## src/design/asq_pkg.sv

```systemverilog
package asq_pkg;
    typedef logic [11:0] asq_addr_t;
    typedef logic [31:0] asq_data_t;
    typedef logic [15:0] asq_cfg_t;
    // Register indices; byte address is four times the index
    localparam logic [9:0] STEP1_IDX = 10'h091;
    localparam logic [9:0] STEP2_IDX = 10'h092;
    localparam logic [9:0] CTRL_IDX = 10'h098;
    localparam logic [9:0] STAT_IDX = 10'h099;
    localparam asq_addr_t STEP1_ADDR = {STEP1_IDX, 2'b00};
    localparam asq_addr_t STEP2_ADDR = {STEP2_IDX, 2'b00};
    localparam asq_addr_t CTRL_ADDR = {CTRL_IDX, 2'b00};
    localparam asq_addr_t STAT_ADDR = {STAT_IDX, 2'b00};
    // Reset values
    localparam asq_cfg_t STEP1_RST = 16'h0001;
    localparam asq_cfg_t STEP2_RST = 16'h0002;
    localparam logic CTRL_RUN_RST = 1'b0;
    // Step register fields
    localparam int INCL_BIT = 15;
    localparam int GAIN_HI = 14;
    localparam int GAIN_LO = 13;
    localparam int RSV_HI = 12;
    localparam int RSV_LO = 5;
    localparam int NEG_BIT = 4;
    localparam int POS_HI = 3;
    localparam int POS_AUTO_BIT = 3;
    // Control and status fields
    localparam int CTRL_RUN_BIT = 0;
    localparam int STAT_BUSY_BIT = 0;
    localparam int STAT_STEP_BIT = 1;
    localparam int STAT_CONV_BIT = 2;
    // Gain codes and factors
    localparam logic [1:0] GAIN_C1 = 2'h0;
    localparam logic [1:0] GAIN_C2 = 2'h1;
    localparam logic [2:0] GAIN_X1 = 3'h1;
    localparam logic [2:0] GAIN_X2 = 3'h2;
    localparam logic [2:0] GAIN_X4 = 3'h4;
    // Negative input routing
    localparam logic [1:0] NEG_GND = 2'h0;
    localparam logic [1:0] NEG_EXT7 = 2'h1;
    localparam logic [1:0] NEG_AUTO = 2'h2;
    // AXI responses
    localparam logic [1:0] RESP_OKAY = 2'h0;
    localparam logic [1:0] RESP_SLVERR = 2'h2;
    localparam int NSTEP = 2;
    typedef enum logic [2:0] {
        SEQ_IDLE = 3'b001,
        SEQ_APPLY = 3'b010,
        SEQ_CONV = 3'b100
    } asq_state_t;
endpackage

```

## src/design/asq_top.sv

```systemverilog
`timescale 1ns/1ps
// Notes on behaviour
// - Bit 15 of each step register includes the step in the sequence when 1, resets to 0.
// - Bits 14:13 give gain 1 for 00, 2 for 01 and 4 for 10 or 11, reset 00.
// - Bits 12:5 are reserved and always read zero whatever is written.
// - Bit 4 picks the negative input, 0 analog ground and 1 external input seven, reset 0.
// - Bits 3:0 pick the positive input, codes 0 to 7 being external inputs 0 to 7.
// - Positive codes from 8 upward route internal sources such as sensor, short, test DAC, monitors.
// - For the auto-selecting positive codes the negative input is chosen internally, bit 4 ignored.
// - The step 2 register sits at index 92h and resets to 0002h.
// - The step 1 register resets with positive select 0001 and all other fields zero.
module asq_top (
    // Clock and reset
    input wire logic clk,
    input wire logic nrst,
    // AXI4-Lite write address
    input wire logic s_axi_awvalid,
    output logic s_axi_awready,
    input wire asq_pkg::asq_addr_t s_axi_awaddr,
    // AXI4-Lite write data
    input wire logic s_axi_wvalid,
    output logic s_axi_wready,
    input wire asq_pkg::asq_data_t s_axi_wdata,
    input wire logic [3:0] s_axi_wstrb,
    // AXI4-Lite write response
    output logic s_axi_bvalid,
    input wire logic s_axi_bready,
    output logic [1:0] s_axi_bresp,
    // AXI4-Lite read address
    input wire logic s_axi_arvalid,
    output logic s_axi_arready,
    input wire asq_pkg::asq_addr_t s_axi_araddr,
    // AXI4-Lite read data
    output logic s_axi_rvalid,
    input wire logic s_axi_rready,
    output asq_pkg::asq_data_t s_axi_rdata,
    output logic [1:0] s_axi_rresp,
    // Converter side
    output logic conv_start,
    input wire logic conv_done,
    output logic [2:0] conv_gain,
    output logic [3:0] conv_pos_sel,
    output logic [1:0] conv_neg_sel,
    output logic conv_step
);
    import asq_pkg::*;

    logic aw_held_reg;
    logic w_held_reg;
    asq_addr_t aw_addr_reg;
    asq_data_t w_data_reg;
    logic [3:0] w_strb_reg;
    logic wr_do;
    logic wr_hit;
    logic run_reg;
    asq_state_t state_reg;
    logic cur_reg;
    logic ptr_reg;
    logic next_sel;
    asq_cfg_t cfg [NSTEP];
    logic [NSTEP-1:0] incl;
    logic [NSTEP-1:0] step_wr;
    logic [NSTEP-1:0] step_was_rd_reg;

    // Write fires once both halves are held and the previous answer is gone
    assign wr_do = aw_held_reg && w_held_reg && !s_axi_bvalid;

    genvar gi;
    generate
        for (gi = 0; gi < NSTEP; gi++) begin : g_step
            localparam asq_cfg_t RV = (gi == 0) ? STEP1_RST : STEP2_RST;
            localparam logic [9:0] IX = (gi == 0) ? STEP1_IDX : STEP2_IDX;
            assign step_wr[gi] = wr_do && (aw_addr_reg[11:2] == IX);
            assign incl[gi] = cfg[gi][INCL_BIT];
            asq_step_reg #(.RST_VAL(RV)) u_step (
                .clk(clk),
                .nrst(nrst),
                .wr_en(step_wr[gi]),
                .be(w_strb_reg[1:0]),
                .wdata(w_data_reg[15:0]),
                .cfg(cfg[gi])
            );
        end
    endgenerate

    assign wr_hit = (aw_addr_reg[11:2] == STEP1_IDX)
        || (aw_addr_reg[11:2] == STEP2_IDX)
        || (aw_addr_reg[11:2] == CTRL_IDX)
        || (aw_addr_reg[11:2] == STAT_IDX);

    always_ff @(posedge clk or negedge nrst) begin
        if (!nrst) begin
            aw_held_reg <= 1'b0;
            aw_addr_reg <= '0;
            s_axi_awready <= 1'b1;
        end else if (s_axi_awvalid && s_axi_awready) begin
            aw_held_reg <= 1'b1;
            aw_addr_reg <= s_axi_awaddr;
            s_axi_awready <= 1'b0;
        end else if (wr_do) begin
            aw_held_reg <= 1'b0;
            s_axi_awready <= 1'b1;
        end
    end

    always_ff @(posedge clk or negedge nrst) begin
        if (!nrst) begin
            w_held_reg <= 1'b0;
            w_data_reg <= '0;
            w_strb_reg <= 4'h0;
            s_axi_wready <= 1'b1;
        end else if (s_axi_wvalid && s_axi_wready) begin
            w_held_reg <= 1'b1;
            w_data_reg <= s_axi_wdata;
            w_strb_reg <= s_axi_wstrb;
            s_axi_wready <= 1'b0;
        end else if (wr_do) begin
            w_held_reg <= 1'b0;
            s_axi_wready <= 1'b1;
        end
    end

    always_ff @(posedge clk or negedge nrst) begin
        if (!nrst) begin
            s_axi_bvalid <= 1'b0;
            s_axi_bresp <= RESP_OKAY;
        end else if (wr_do) begin
            s_axi_bvalid <= 1'b1;
            s_axi_bresp <= wr_hit ? RESP_OKAY : RESP_SLVERR;
        end else if (s_axi_bready) begin
            s_axi_bvalid <= 1'b0;
        end
    end

    always_ff @(posedge clk or negedge nrst) begin
        if (!nrst) begin
            run_reg <= CTRL_RUN_RST;
        end else if (wr_do && w_strb_reg[0]
                && aw_addr_reg[11:2] == CTRL_IDX) begin
            run_reg <= w_data_reg[CTRL_RUN_BIT];
        end
    end

    // Reads answer one cycle after the address is taken
    always_ff @(posedge clk or negedge nrst) begin
        if (!nrst) begin
            s_axi_arready <= 1'b1;
            s_axi_rvalid <= 1'b0;
            s_axi_rdata <= '0;
            s_axi_rresp <= RESP_OKAY;
            step_was_rd_reg <= '0;
        end else if (s_axi_arvalid && s_axi_arready) begin
            s_axi_arready <= 1'b0;
            s_axi_rvalid <= 1'b1;
            s_axi_rresp <= RESP_OKAY;
            step_was_rd_reg <= '0;
            case (s_axi_araddr[11:2])
                STEP1_IDX: begin
                    s_axi_rdata <= {16'h0000, cfg[0]};
                    step_was_rd_reg <= 2'b01;
                end
                STEP2_IDX: begin
                    s_axi_rdata <= {16'h0000, cfg[1]};
                    step_was_rd_reg <= 2'b10;
                end
                CTRL_IDX: begin
                    s_axi_rdata <= {31'h00000000, run_reg};
                end
                STAT_IDX: begin
                    s_axi_rdata <= {29'h00000000, conv_start,
                        cur_reg, state_reg != SEQ_IDLE};
                end
                default: begin
                    s_axi_rdata <= '0;
                    s_axi_rresp <= RESP_SLVERR;
                end
            endcase
        end else if (s_axi_rvalid && s_axi_rready) begin
            s_axi_rvalid <= 1'b0;
            s_axi_arready <= 1'b1;
        end
    end

    // Next enabled step at or after the pointer, wrapping past the end
    assign next_sel = incl[ptr_reg] ? ptr_reg : !ptr_reg;

    always_ff @(posedge clk or negedge nrst) begin
        if (!nrst) begin
            state_reg <= SEQ_IDLE;
            cur_reg <= 1'b0;
            ptr_reg <= 1'b0;
            conv_start <= 1'b0;
        end else begin
            conv_start <= 1'b0;
            case (state_reg)
                SEQ_IDLE: begin
                    if (run_reg && (incl != '0)) begin
                        cur_reg <= next_sel;
                        state_reg <= SEQ_APPLY;
                    end
                end
                SEQ_APPLY: begin
                    conv_start <= 1'b1;
                    state_reg <= SEQ_CONV;
                end
                SEQ_CONV: begin
                    if (conv_done) begin
                        ptr_reg <= !cur_reg;
                        state_reg <= SEQ_IDLE;
                    end
                end
                default: begin
                    state_reg <= SEQ_IDLE;
                end
            endcase
        end
    end

    // Settings land one cycle ahead of the start pulse so the mux settles
    always_ff @(posedge clk or negedge nrst) begin
        if (!nrst) begin
            conv_gain <= GAIN_X1;
            conv_pos_sel <= STEP1_RST[POS_HI:0];
            conv_neg_sel <= NEG_GND;
            conv_step <= 1'b0;
        end else if (state_reg == SEQ_IDLE && run_reg && (incl != '0)) begin
            conv_step <= next_sel;
            case (cfg[next_sel][GAIN_HI:GAIN_LO])
                GAIN_C1: conv_gain <= GAIN_X1;
                GAIN_C2: conv_gain <= GAIN_X2;
                default: conv_gain <= GAIN_X4;
            endcase
            // Internal sources keep codes 8..15 untouched for the mux
            conv_pos_sel <= cfg[next_sel][POS_HI:0];
            if (cfg[next_sel][POS_AUTO_BIT]) begin
                conv_neg_sel <= NEG_AUTO;
            end else if (cfg[next_sel][NEG_BIT]) begin
                conv_neg_sel <= NEG_EXT7;
            end else begin
                conv_neg_sel <= NEG_GND;
            end
        end
    end

    rst_step2_a: assert property (@(posedge clk)
        $rose(nrst) |-> cfg[1] == STEP2_RST)
        else $error("step 2 reset value wrong");
    rst_step1_a: assert property (@(posedge clk)
        $rose(nrst) |-> cfg[0] == STEP1_RST)
        else $error("step 1 reset value wrong");
    rd_rsv_zero_a: assert property (@(posedge clk) disable iff (!nrst)
        s_axi_rvalid && (step_was_rd_reg != '0)
            |-> s_axi_rdata[RSV_HI:RSV_LO] == 8'h00)
        else $error("reserved step bits read nonzero");
    start_enab_a: assert property (@(posedge clk) disable iff (!nrst)
        $rose(conv_start) |-> incl[conv_step] || $past(incl[conv_step]))
        else $error("disabled step was converted");
    // Settings come from the step now shown, as stored one cycle back
    gain_map_a: assert property (@(posedge clk) disable iff (!nrst)
        state_reg == SEQ_APPLY |-> conv_gain ==
            ((conv_step ? $past(cfg[1][GAIN_HI]) : $past(cfg[0][GAIN_HI]))
                ? GAIN_X4
                : ((conv_step ? $past(cfg[1][GAIN_LO])
                    : $past(cfg[0][GAIN_LO])) ? GAIN_X2 : GAIN_X1)))
        else $error("gain factor does not match code");
    neg_auto_a: assert property (@(posedge clk) disable iff (!nrst)
        state_reg == SEQ_APPLY && conv_pos_sel[POS_AUTO_BIT]
            |-> conv_neg_sel == NEG_AUTO)
        else $error("auto negative input not chosen");
    neg_pick_a: assert property (@(posedge clk) disable iff (!nrst)
        state_reg == SEQ_APPLY && !conv_pos_sel[POS_AUTO_BIT]
            |-> conv_neg_sel == {1'b0, (conv_step ? $past(cfg[1][NEG_BIT])
                : $past(cfg[0][NEG_BIT]))})
        else $error("negative input select not honoured");
    pos_route_a: assert property (@(posedge clk) disable iff (!nrst)
        state_reg == SEQ_APPLY
            |-> conv_pos_sel == (conv_step ? $past(cfg[1][POS_HI:0])
                : $past(cfg[0][POS_HI:0])))
        else $error("positive select not applied");
    seq_order_a: assert property (@(posedge clk) disable iff (!nrst)
        state_reg == SEQ_CONV && conv_done && (incl == 2'b11)
            ##1 state_reg == SEQ_IDLE && run_reg
            |=> conv_step != $past(conv_step, 2))
        else $error("sequencer did not advance to next step");
    apply_then_go_a: assert property (@(posedge clk) disable iff (!nrst)
        state_reg == SEQ_APPLY |=> conv_start ##1 !conv_start)
        else $error("start pulse missing after apply");

    // Bus answers hold until taken; refused writes leave steps alone
    bresp_hold_a: assert property (
        @(posedge clk) disable iff (!nrst)
        s_axi_bvalid && !s_axi_bready
            |=> s_axi_bvalid && $stable(s_axi_bresp))
        else $error("write answer dropped before taken");
    rdata_hold_a: assert property (
        @(posedge clk) disable iff (!nrst)
        s_axi_rvalid && !s_axi_rready
            |=> s_axi_rvalid && $stable(s_axi_rdata)
                && $stable(s_axi_rresp))
        else $error("read answer dropped before taken");
    bad_write_a: assert property (
        @(posedge clk) disable iff (!nrst)
        wr_do && !wr_hit |=> s_axi_bresp == RESP_SLVERR
            && $stable(cfg[0]) && $stable(cfg[1]))
        else $error("unmapped write not refused");
    rd_step1_a: assert property (
        @(posedge clk) disable iff (!nrst)
        s_axi_arvalid && s_axi_arready && s_axi_araddr[11:2] == STEP1_IDX
            |=> s_axi_rvalid && s_axi_rdata == {16'h0000, $past(cfg[0])})
        else $error("step 1 read data wrong");
    rd_step2_a: assert property (
        @(posedge clk) disable iff (!nrst)
        s_axi_arvalid && s_axi_arready && s_axi_araddr[11:2] == STEP2_IDX
            |=> s_axi_rvalid && s_axi_rdata == {16'h0000, $past(cfg[1])})
        else $error("step 2 read data wrong");
    pos_write_a: assert property (
        @(posedge clk) disable iff (!nrst)
        step_wr[1] && w_strb_reg[0]
            |=> cfg[1][POS_HI:0] == $past(w_data_reg[POS_HI:0]))
        else $error("positive select write lost");
    neg_write_a: assert property (
        @(posedge clk) disable iff (!nrst)
        step_wr[0] && w_strb_reg[0]
            |=> cfg[0][NEG_BIT] == $past(w_data_reg[NEG_BIT]))
        else $error("negative select write lost");
    gain_write_a: assert property (
        @(posedge clk) disable iff (!nrst)
        step_wr[1] && w_strb_reg[1]
            |=> cfg[1][GAIN_HI:GAIN_LO]
                == $past(w_data_reg[GAIN_HI:GAIN_LO]))
        else $error("gain code write lost");
    idle_hold_a: assert property (
        @(posedge clk) disable iff (!nrst)
        state_reg == SEQ_IDLE && !(run_reg && (incl != '0))
            |=> state_reg == SEQ_IDLE && !conv_start)
        else $error("sequencer left idle with nothing to do");
    conv_wait_a: assert property (
        @(posedge clk) disable iff (!nrst)
        state_reg == SEQ_CONV && !conv_done |=> state_reg == SEQ_CONV)
        else $error("conversion left before done");
    start_once_a: assert property (
        @(posedge clk) disable iff (!nrst)
        conv_start |=> !conv_start)
        else $error("start pulse longer than one cycle");
    settle_hold_a: assert property (
        @(posedge clk) disable iff (!nrst)
        state_reg == SEQ_CONV |-> $stable(conv_gain) && $stable(conv_step)
            && $stable(conv_pos_sel) && $stable(conv_neg_sel))
        else $error("settings moved during conversion");
    rst_outs_a: assert property (
        @(posedge clk)
        $rose(nrst) |-> !conv_start && conv_gain == GAIN_X1
            && conv_pos_sel == STEP1_RST[POS_HI:0]
            && conv_neg_sel == NEG_GND && !s_axi_bvalid && !s_axi_rvalid)
        else $error("outputs not at reset values");
endmodule

```

## src/design/asq_step_reg.sv

```systemverilog
`timescale 1ns/1ps
module asq_step_reg #(
    parameter asq_pkg::asq_cfg_t RST_VAL = 16'h0000
) (
    // Clock and reset
    input wire logic clk,
    input wire logic nrst,
    // Write port
    input wire logic wr_en,
    input wire logic [1:0] be,
    input wire asq_pkg::asq_cfg_t wdata,
    // Stored configuration
    output asq_pkg::asq_cfg_t cfg
);
    import asq_pkg::*;
    logic incl_reg;
    logic [1:0] gain_reg;
    logic neg_reg;
    logic [3:0] pos_reg;

    // Reserved bits are not stored, so they cannot read back nonzero
    assign cfg = {incl_reg, gain_reg, 8'h00, neg_reg, pos_reg};

    always_ff @(posedge clk or negedge nrst) begin
        if (!nrst) begin
            incl_reg <= RST_VAL[INCL_BIT];
            gain_reg <= RST_VAL[GAIN_HI:GAIN_LO];
        end else if (wr_en && be[1]) begin
            incl_reg <= wdata[INCL_BIT];
            gain_reg <= wdata[GAIN_HI:GAIN_LO];
        end
    end

    always_ff @(posedge clk or negedge nrst) begin
        if (!nrst) begin
            neg_reg <= RST_VAL[NEG_BIT];
            pos_reg <= RST_VAL[POS_HI:0];
        end else if (wr_en && be[0]) begin
            neg_reg <= wdata[NEG_BIT];
            pos_reg <= wdata[POS_HI:0];
        end
    end

    incl_write_a: assert property (@(posedge clk) disable iff (!nrst)
        wr_en && be[1] |=> cfg[INCL_BIT] == $past(wdata[INCL_BIT]))
        else $error("include bit did not take written value");
    hold_nowr_a: assert property (@(posedge clk) disable iff (!nrst)
        !wr_en |=> $stable(cfg))
        else $error("step config changed without a write");
endmodule

```

## config.mk

```make
export PLATFORM = sky130hd
export DESIGN_NAME = asq_top
export DESIGN_NICKNAME = d
export VERILOG_FILES = /design/src/design/asq_pkg.sv /design/src/design/asq_top.sv /design/src/design/asq_step_reg.sv
export SDC_FILE = /design/constraint.sdc
export NUM_CORES = 1
export LEC_CHECK = 0
export ABC_AREA = 0
export BUFFER_PORTS_ARGS = -buffer_cell sky130_fd_sc_hd__buf_4
export CORE_MARGIN = 2
export CORE_UTILIZATION = 40
export CTS_CLUSTER_SIZE = 10
export DETAILED_ROUTE_END_ITERATION = 12
export PLACE_DENSITY = 0.64
export SETUP_SLACK_MARGIN = 0.02
export SLEW_MARGIN = 30
export SYNTH_ARGS = -nofsm -noshare
export SYNTH_HDL_FRONTEND = slang
export SYNTH_SLANG_ARGS = --single-unit
```

## constraint.sdc

```tcl
create_clock -name clk -period 5.85 [get_ports clk]
set_clock_uncertainty 0.2 [all_clocks]
set_input_delay 0.8775 -clock clk [delete_from_list [all_inputs] [get_ports clk]]
set_output_delay 0.8775 -clock clk [all_outputs]
set_load 0.01 [all_outputs]
```

==> flow_summary.yaml, run 1 <==
run_status:
  status: "finished clean"
detailed_routing:
  viasPerCell: 4.87
  drc: 0
  vias: 2084
  avgRoutedWirePerCell_microns: 13.9
  drtPass1Iterations: 4
  wirelength_mm: 5.93
  ant_nets: 0
  drt-initial-drc-count: 112
clock_network:
  path_clk_slew_ps: 80
  cts-root-buf: "clkbuf_8"
  clock_path_buffers: 2
  cts_setup_buffers: 0
  clk_latency_ps: 350
  ctsHoldBuffers: 0
  h-tree-depth: 3
  cts_buffers: 9
  tritoncts: "yes"
  clock_sinks: 69
  ctsResizeCount: 0
logic_synthesis:
  ys_top_cells_by_count: "61 x dfrtp_1, 41 x mux2_2, 28 x buf_4, 15 x nor2_1, 14 x nand2_1"
  ys_seq_area_share_pct: 54.4
  synth-async-reset-ratio_pct: 100
  syn-cell-area_sq_um: 3190
  ys_types: 47
  netlist_instances: 254
  yosysTopAreaCell: "dfrtp_1"
  synth_seq_cells: 69
  yosysMostFrequentCell: "dfrtp_1"
  synth-edff-count: 0
  syn_avg_cell_area_sq_um: 12.6
  synth_top_area_share_pct: 47.8
  synth_ff_type: "dfrtp_1"
  synth_area_leaders: "dfrtp_1 48%, mux2_2 14%, buf_4 6.6%, dfstp_2 6.6%, a22o_1 2.7%"
  synth_warnings: 0
sta:
  tns_ps: 0
  hold_viol: 0
  maxSlewViolCount: 0
  finalSetupViolCount: 0
  min_period_ps: 2190
  tightest_slew_ps: 604
  relSlewSlack_pct: 59.5
  rsz0062_at_grt: "no"
  fmax_mhz: 456
  layout_setup_ws_ps: 3660
  period_share_pct: 37.4
global_routing:
  grt_pass1_wl_mm: 9.58
  grt_pass1_vias: 1999
  gr-usage-all-layers_pct: 14.2
  overflow: 0
  antenna_found_initial: 0
  grt_max_degree: 70
finish:
  design_area_sq_um: 3940
  syn2layout_area_growth_pct: 23.4
  final_layout_size_suffix_gt1_share_pct: 43.6
  fin_util_pct: 51.0
  layout.nets: 389
  largest_register_ffs: 10
  antenna_cells: 0
power_and_ir_drop:
  power_leakage_nw: 1.89
  p_per_area_nw_per_um2: 351
  ir_drop_v: 0.000234
  power_mw: 1.38
floorplanning:
  coreArea_sq_um: 7730
  dieWidth_microns: 93.3
  rows: 32
  die_h_microns: 93.3
  io_pins: 120
  start_util_pct: 41.3
  design.die.area_sq_um: 8710
place:
  io_buffers: 63
  place_area_sq_um: 3660
  dp_slack_ps: 3340
  place_hpwl_mm: 4.35
  gp_congestion: 0.803
critical_path:
  r2r_cells: 4
  path_class: "in -> reg"
  r2r-start: "s_axi_bvalid"
  worstPathMaxFanout: 9
  arrival_ps: 2280
  end_kind: "register"
  timing.rr.end: "g_step[0].u_step.pos_reg[2]"
  rrSetupSlack_ps: 3750
  start_kind: "input pin"
  worstPathRequired_ps: 5940
flow_run:
  maxCapViolations: 0
worst_hold_path:
  min_path_type: "in -> async"
cell usage in the layout (no fill, tap or decap), types with 4 or more instances in the layout:
cell type,instances
a21oi_1,6
mux2i_1,5
nor2b_1,6
dfrtp_1,61
buf_4,64
inv_1,4
mux2_2,41
dfstp_2,8
conb_1,26
nand2_1,14
a22o_1,10
o21ai_0,6
nor2_1,15
clkbuf_8,10
area by class of cell:
class                           instances  area [sq um]
Clock buffer                           10           138
Sequential cell                        69          1740
Tap cell                              102           128
Timing Repair Buffer                   65           508
Multi-Input combinational cell        172          1300
Clock inverter                          6           110
Inverter                                4          15.0
Fill cell                             689          3790
per-stage QoR:
stage	hold slack (ps)	instances
6_report	213	428
5_1_grt	216	428
4_1_cts	297	427
3_5_place_dp	280	411
3_3_place_gp	268	411
2_1_floorplan	253	279
where the power goes:
group          internal (mW)  switching [mW]
combinational          0.147           0.104
sequential             0.579          0.0825
clock                  0.294           0.176
total                   1.02           0.363
logic make-up (layout without fill, tap and decap cells):
group	count (synthesis)	after routing	share of synthesized area, %
mux	46	46	16.0
other cells	1	26	0.117
buf+inv	38	85	7.84
flops	69	69	54.4
compound gates	43	43	9.72
xor+xnor	1	1	0.274
simple gates	56	56	11.6
worst max-delay path by stage:
stage                               start              end  slack (ps)  cells after the start
final                     s_axi_araddr[2]  s_axi_rdata[14]        3660                      5
after global routing      s_axi_araddr[2]  s_axi_rdata[14]        3570                      5
after global placement    s_axi_araddr[2]  s_axi_rdata[13]        3370                      5
after floorplan           s_axi_araddr[4]  s_axi_rdata[13]        3760                      4
after CTS                 s_axi_araddr[2]  s_axi_rdata[14]        3700                      5
after detailed placement  s_axi_araddr[2]  s_axi_rdata[14]        3340                      5
worst max-delay path: stages:
cell and delay (ps):
buf_4 110, nor2b_1 510, nor2_1 80, nor3_1 490, a22o_1 220
metal layers:
metal  up-vias  track usage, %  wire [microns]
li1        992               -               -
met1      1002            18.3            2700
met2        82            21.5            2640
met3         8            6.12             524
met4         0            4.90              67
met5         -               0               0
No activity file was read; power rests on OpenSTA's default activity.
==> run 2, diff against run 1 <==
--- a/config.mk
+++ b/config.mk
@@ -5,13 +5,13 @@
 export SDC_FILE = /design/constraint.sdc
 export NUM_CORES = 1
 export LEC_CHECK = 0
-export ABC_AREA = 0
+export ABC_AREA = 1
 export BUFFER_PORTS_ARGS = -buffer_cell sky130_fd_sc_hd__buf_4
 export CORE_MARGIN = 2
 export CORE_UTILIZATION = 40
 export CTS_CLUSTER_SIZE = 10
 export DETAILED_ROUTE_END_ITERATION = 12
-export PLACE_DENSITY = 0.64
+export PLACE_DENSITY = 0.66
 export SETUP_SLACK_MARGIN = 0.02
 export SLEW_MARGIN = 30
 export SYNTH_ARGS = -nofsm -noshare
==> constraint.sdc (replaced) <==
create_clock -name clk -period 2 [get_ports clk]
set_clock_uncertainty 0.2 [all_clocks]
set_input_delay 0.3 -clock clk [delete_from_list [all_inputs] [get_ports clk]]
set_output_delay 0.3 -clock clk [all_outputs]
set_load 0.01 [all_outputs]
==> run 2 against run 1 <==
Net effect: sequential power rose to 2.9 times the previous value; critical path depth fell by 1; clock power increased by 130%; via count increased by 26%; combinational power rose to 3.8 times the previous value; die area up 3.6%; routed wire length increased by 13%; critical path type is now reg -> reg; non-clock buffer count increased by 26; first-iteration DRC count is 46% higher; setup slack worse by 3300 ps; count of clock-buffer cells in the layout increased by 5; register-to-register slack got worse by 3400 ps.
==> flow_summary.yaml, run 2 <==
critical_path:
  timing.rr.end: "conv_neg_sel[0]"
  path_class: "reg -> reg"
  r2r-start: "g_step[0].u_step.incl_reg"
  start_kind: "register"
  worstPathMaxFanout: 13
  slowest_stage: "o21ai_2"
  end_kind: "register"
  rrSetupSlack_ps: 350
  max_stage_delay_ps: 490
  crit_start: "g_step[0].u_step.incl_reg"
  worstPathRequired_ps: 2020
  arrival_ps: 1670
  path_cells: "o21ai_2, o21ai_0, o2111ai_1, nand2_1"
  r2r_cells: 4
detailed_routing:
  avgRoutedWirePerCell_microns: 11.6
  wirelength_mm: 6.73
  vias: 2621
  viasPerCell: 4.51
  drc: 0
  drt-initial-drc-count: 164
  drtPass1Iterations: 4
  ant_nets: 0
sta:
  layout_setup_ws_ps: 354
  fmax_mhz: 607
  finalSetupViolCount: 0
  relSlewSlack_pct: 62.8
  period_share_pct: 82.3
  min_period_ps: 1650
  tns_ps: 0
  rsz0062_at_grt: "no"
  tightest_slew_ps: 558
  maxSlewViolCount: 0
  whs_ps: 59.3
  hold_viol: 0
logic_synthesis:
  synth_top_area_share_pct: 46.1
  synth_area_leaders: "dfrtp_1 46%, nand2_1 13%, dfstp_2 6.3%, buf_4 6.1%, o21ai_0 4.2%"
  syn-cell-area_sq_um: 3310
  yosysTopAreaCell: "dfrtp_1"
  netlist_instances: 378
  syn_avg_cell_area_sq_um: 8.76
  ys_types: 31
  ys_top_cells_by_count: "114 x nand2_1, 61 x dfrtp_1, 34 x inv_1, 28 x o21ai_0, 27 x buf_4"
  synth-async-reset-ratio_pct: 100
  synth_warnings: 0
  synth_seq_cells: 69
  synth-edff-count: 0
  yosysMostFrequentCell: "nand2_1"
  synth_ff_type: "dfrtp_1"
  ys_seq_area_share_pct: 52.4
clock_network:
  cts_buffers: 9
  ctsResizeCount: 0
  clk_latency_ps: 340
  h-tree-depth: 3
  cts_setup_buffers: 0
  clock_sinks: 69
  tritoncts: "yes"
  cts-root-buf: "clkbuf_8"
  ctsHoldBuffers: 24
  path_clk_slew_ps: 70
  clock_path_buffers: 2
floorplanning:
  start_util_pct: 40.7
  io_pins: 120
  design.die.area_sq_um: 9020
  coreArea_sq_um: 8130
  die_h_microns: 95.0
  dieWidth_microns: 95.0
  rows: 33
worst_hold_path:
  hold_start: "conv_done"
  min_path_type: "in -> reg"
  hold_end: "state_reg[0]"
  hold-path-cell-count: 3
finish:
  largest_register_ffs: 10
  final_layout_size_suffix_gt1_share_pct: 25.2
  design_area_sq_um: 4240
  final_cells: 581
  mostFrequentLayoutCell: "nand2_1"
  mostFrequentLayoutCells: "114 x nand2_1, 66 x buf_4, 61 x dfrtp_1"
  layout.nets: 539
  antenna_cells: 0
  fin_util_pct: 52.1
  multiInputGateArea_sq_um: 1290
  regArea_sq_um: 1740
  syn2layout_area_growth_pct: 28.0
  num-fill-cells: 782
global_routing:
  overflow: 0
  grt_pass1_wl_mm: 11.4
  gr-usage-all-layers_pct: 16.5
  grt_pass1_vias: 2513
  antenna_found_initial: 0
  grt_max_degree: 40
power_and_ir_drop:
  switching_share_pct: 31.7
  ir_drop_v: 0.000462
  power_mw: 3.90
  power_leakage_nw: 2.14
  p_per_area_nw_per_um2: 920
  power.net_switching_mw: 1.24
  p_comb_share_pct: 24.2
  power_frac_clock_pct: 27.5
  p_int_mw: 2.66
  seqPwrFrac_pct: 48.3
run_status:
  status: "finished clean"
place:
  place_area_sq_um: 3810
  dp_slack_ps: 380
  dp_cells: 541
  gp_congestion: 0.830
  place_hpwl_mm: 4.87
  io_buffers: 63
flow_run:
  maxCapViolations: 0
-- run 2: changes by cell type after synthesis, moves of 7 or more --
| cell | previous run | this run |
|---|---|---|
| a22o_1 | 10 | 0 |
| inv_1 | 4 | 34 |
| mux2_2 | 41 | 0 |
| nand2_1 | 14 | 114 |
| nand3_1 | 0 | 21 |
| nor2_4 | 0 | 7 |
| o21ai_0 | 6 | 28 |
| o21ai_1 | 0 | 20 |
-- run 2: kinds of logic (layout without fill, tap and decap cells) --
family | Yosys count | after routing | synth area share [%]
flip-flops | 69 | 69 | 52.4
AND/OR/NAND/NOR | 179 | 179 | 26.0
AO/OA/AOI/OAI | 59 | 59 | 9.97
buffers and inverters | 70 | 143 | 11.4
other | 1 | 26 | 0.113
-- run 2: power groups by stage --
stage	Sequential (mW)	Clock (mW)	Combinational, mW
2_1_floorplan	1.91	0	0.620
3_3_place_gp	1.91	0	0.898
3_5_place_dp	1.91	0	0.919
4_1_cts	1.89	1.11	0.961
5_1_grt	1.92	1.17	1.08
6_report	1.89	1.07	0.942
-- run 2: worst max-delay path, delay by kind of cell, from the launching register on --
family / cells / cell delay [ps]
flops: 1 / 430
compound gates: 3 / 830
simple gates: 1 / 70
-- run 2: layout make-up --
class | instances | area share (%)
flip-flops and latches | 69 | 41.0
multi-input cells | 264 | 30.4
repair buffers | 91 | 17.8
clock buffers | 15 | 4.40
inverters | 36 | 3.19
well taps | 105 | 3.10
clock inverters | 1 | 0.118
-- run 2: per-layer routing --
| layer | vias to the layer above | track usage (%) | part of all wire [%] |
|---|---|---|---|
| li1 | 1342 | - | - |
| met1 | 1194 | 21.4 | 47 |
| met2 | 76 | 26.4 | 47 |
| met3 | 9 | 3.27 | 5.2 |
| met4 | 0 | 8.09 | 1.2 |
| met5 | - | 0 | 0 |
-- run 2: how the worst max path moves through the flow --
stage,to,slack [ps]
6_report,conv_neg_sel[0],350
4_1_cts,conv_neg_sel[0],360
5_1_grt,conv_gain[1],170
3_5_place_dp,s_axi_rdata[14],380
3_3_place_gp,s_axi_rdata[13],370
2_1_floorplan,g_step[0].u_step.gain_reg[0],570
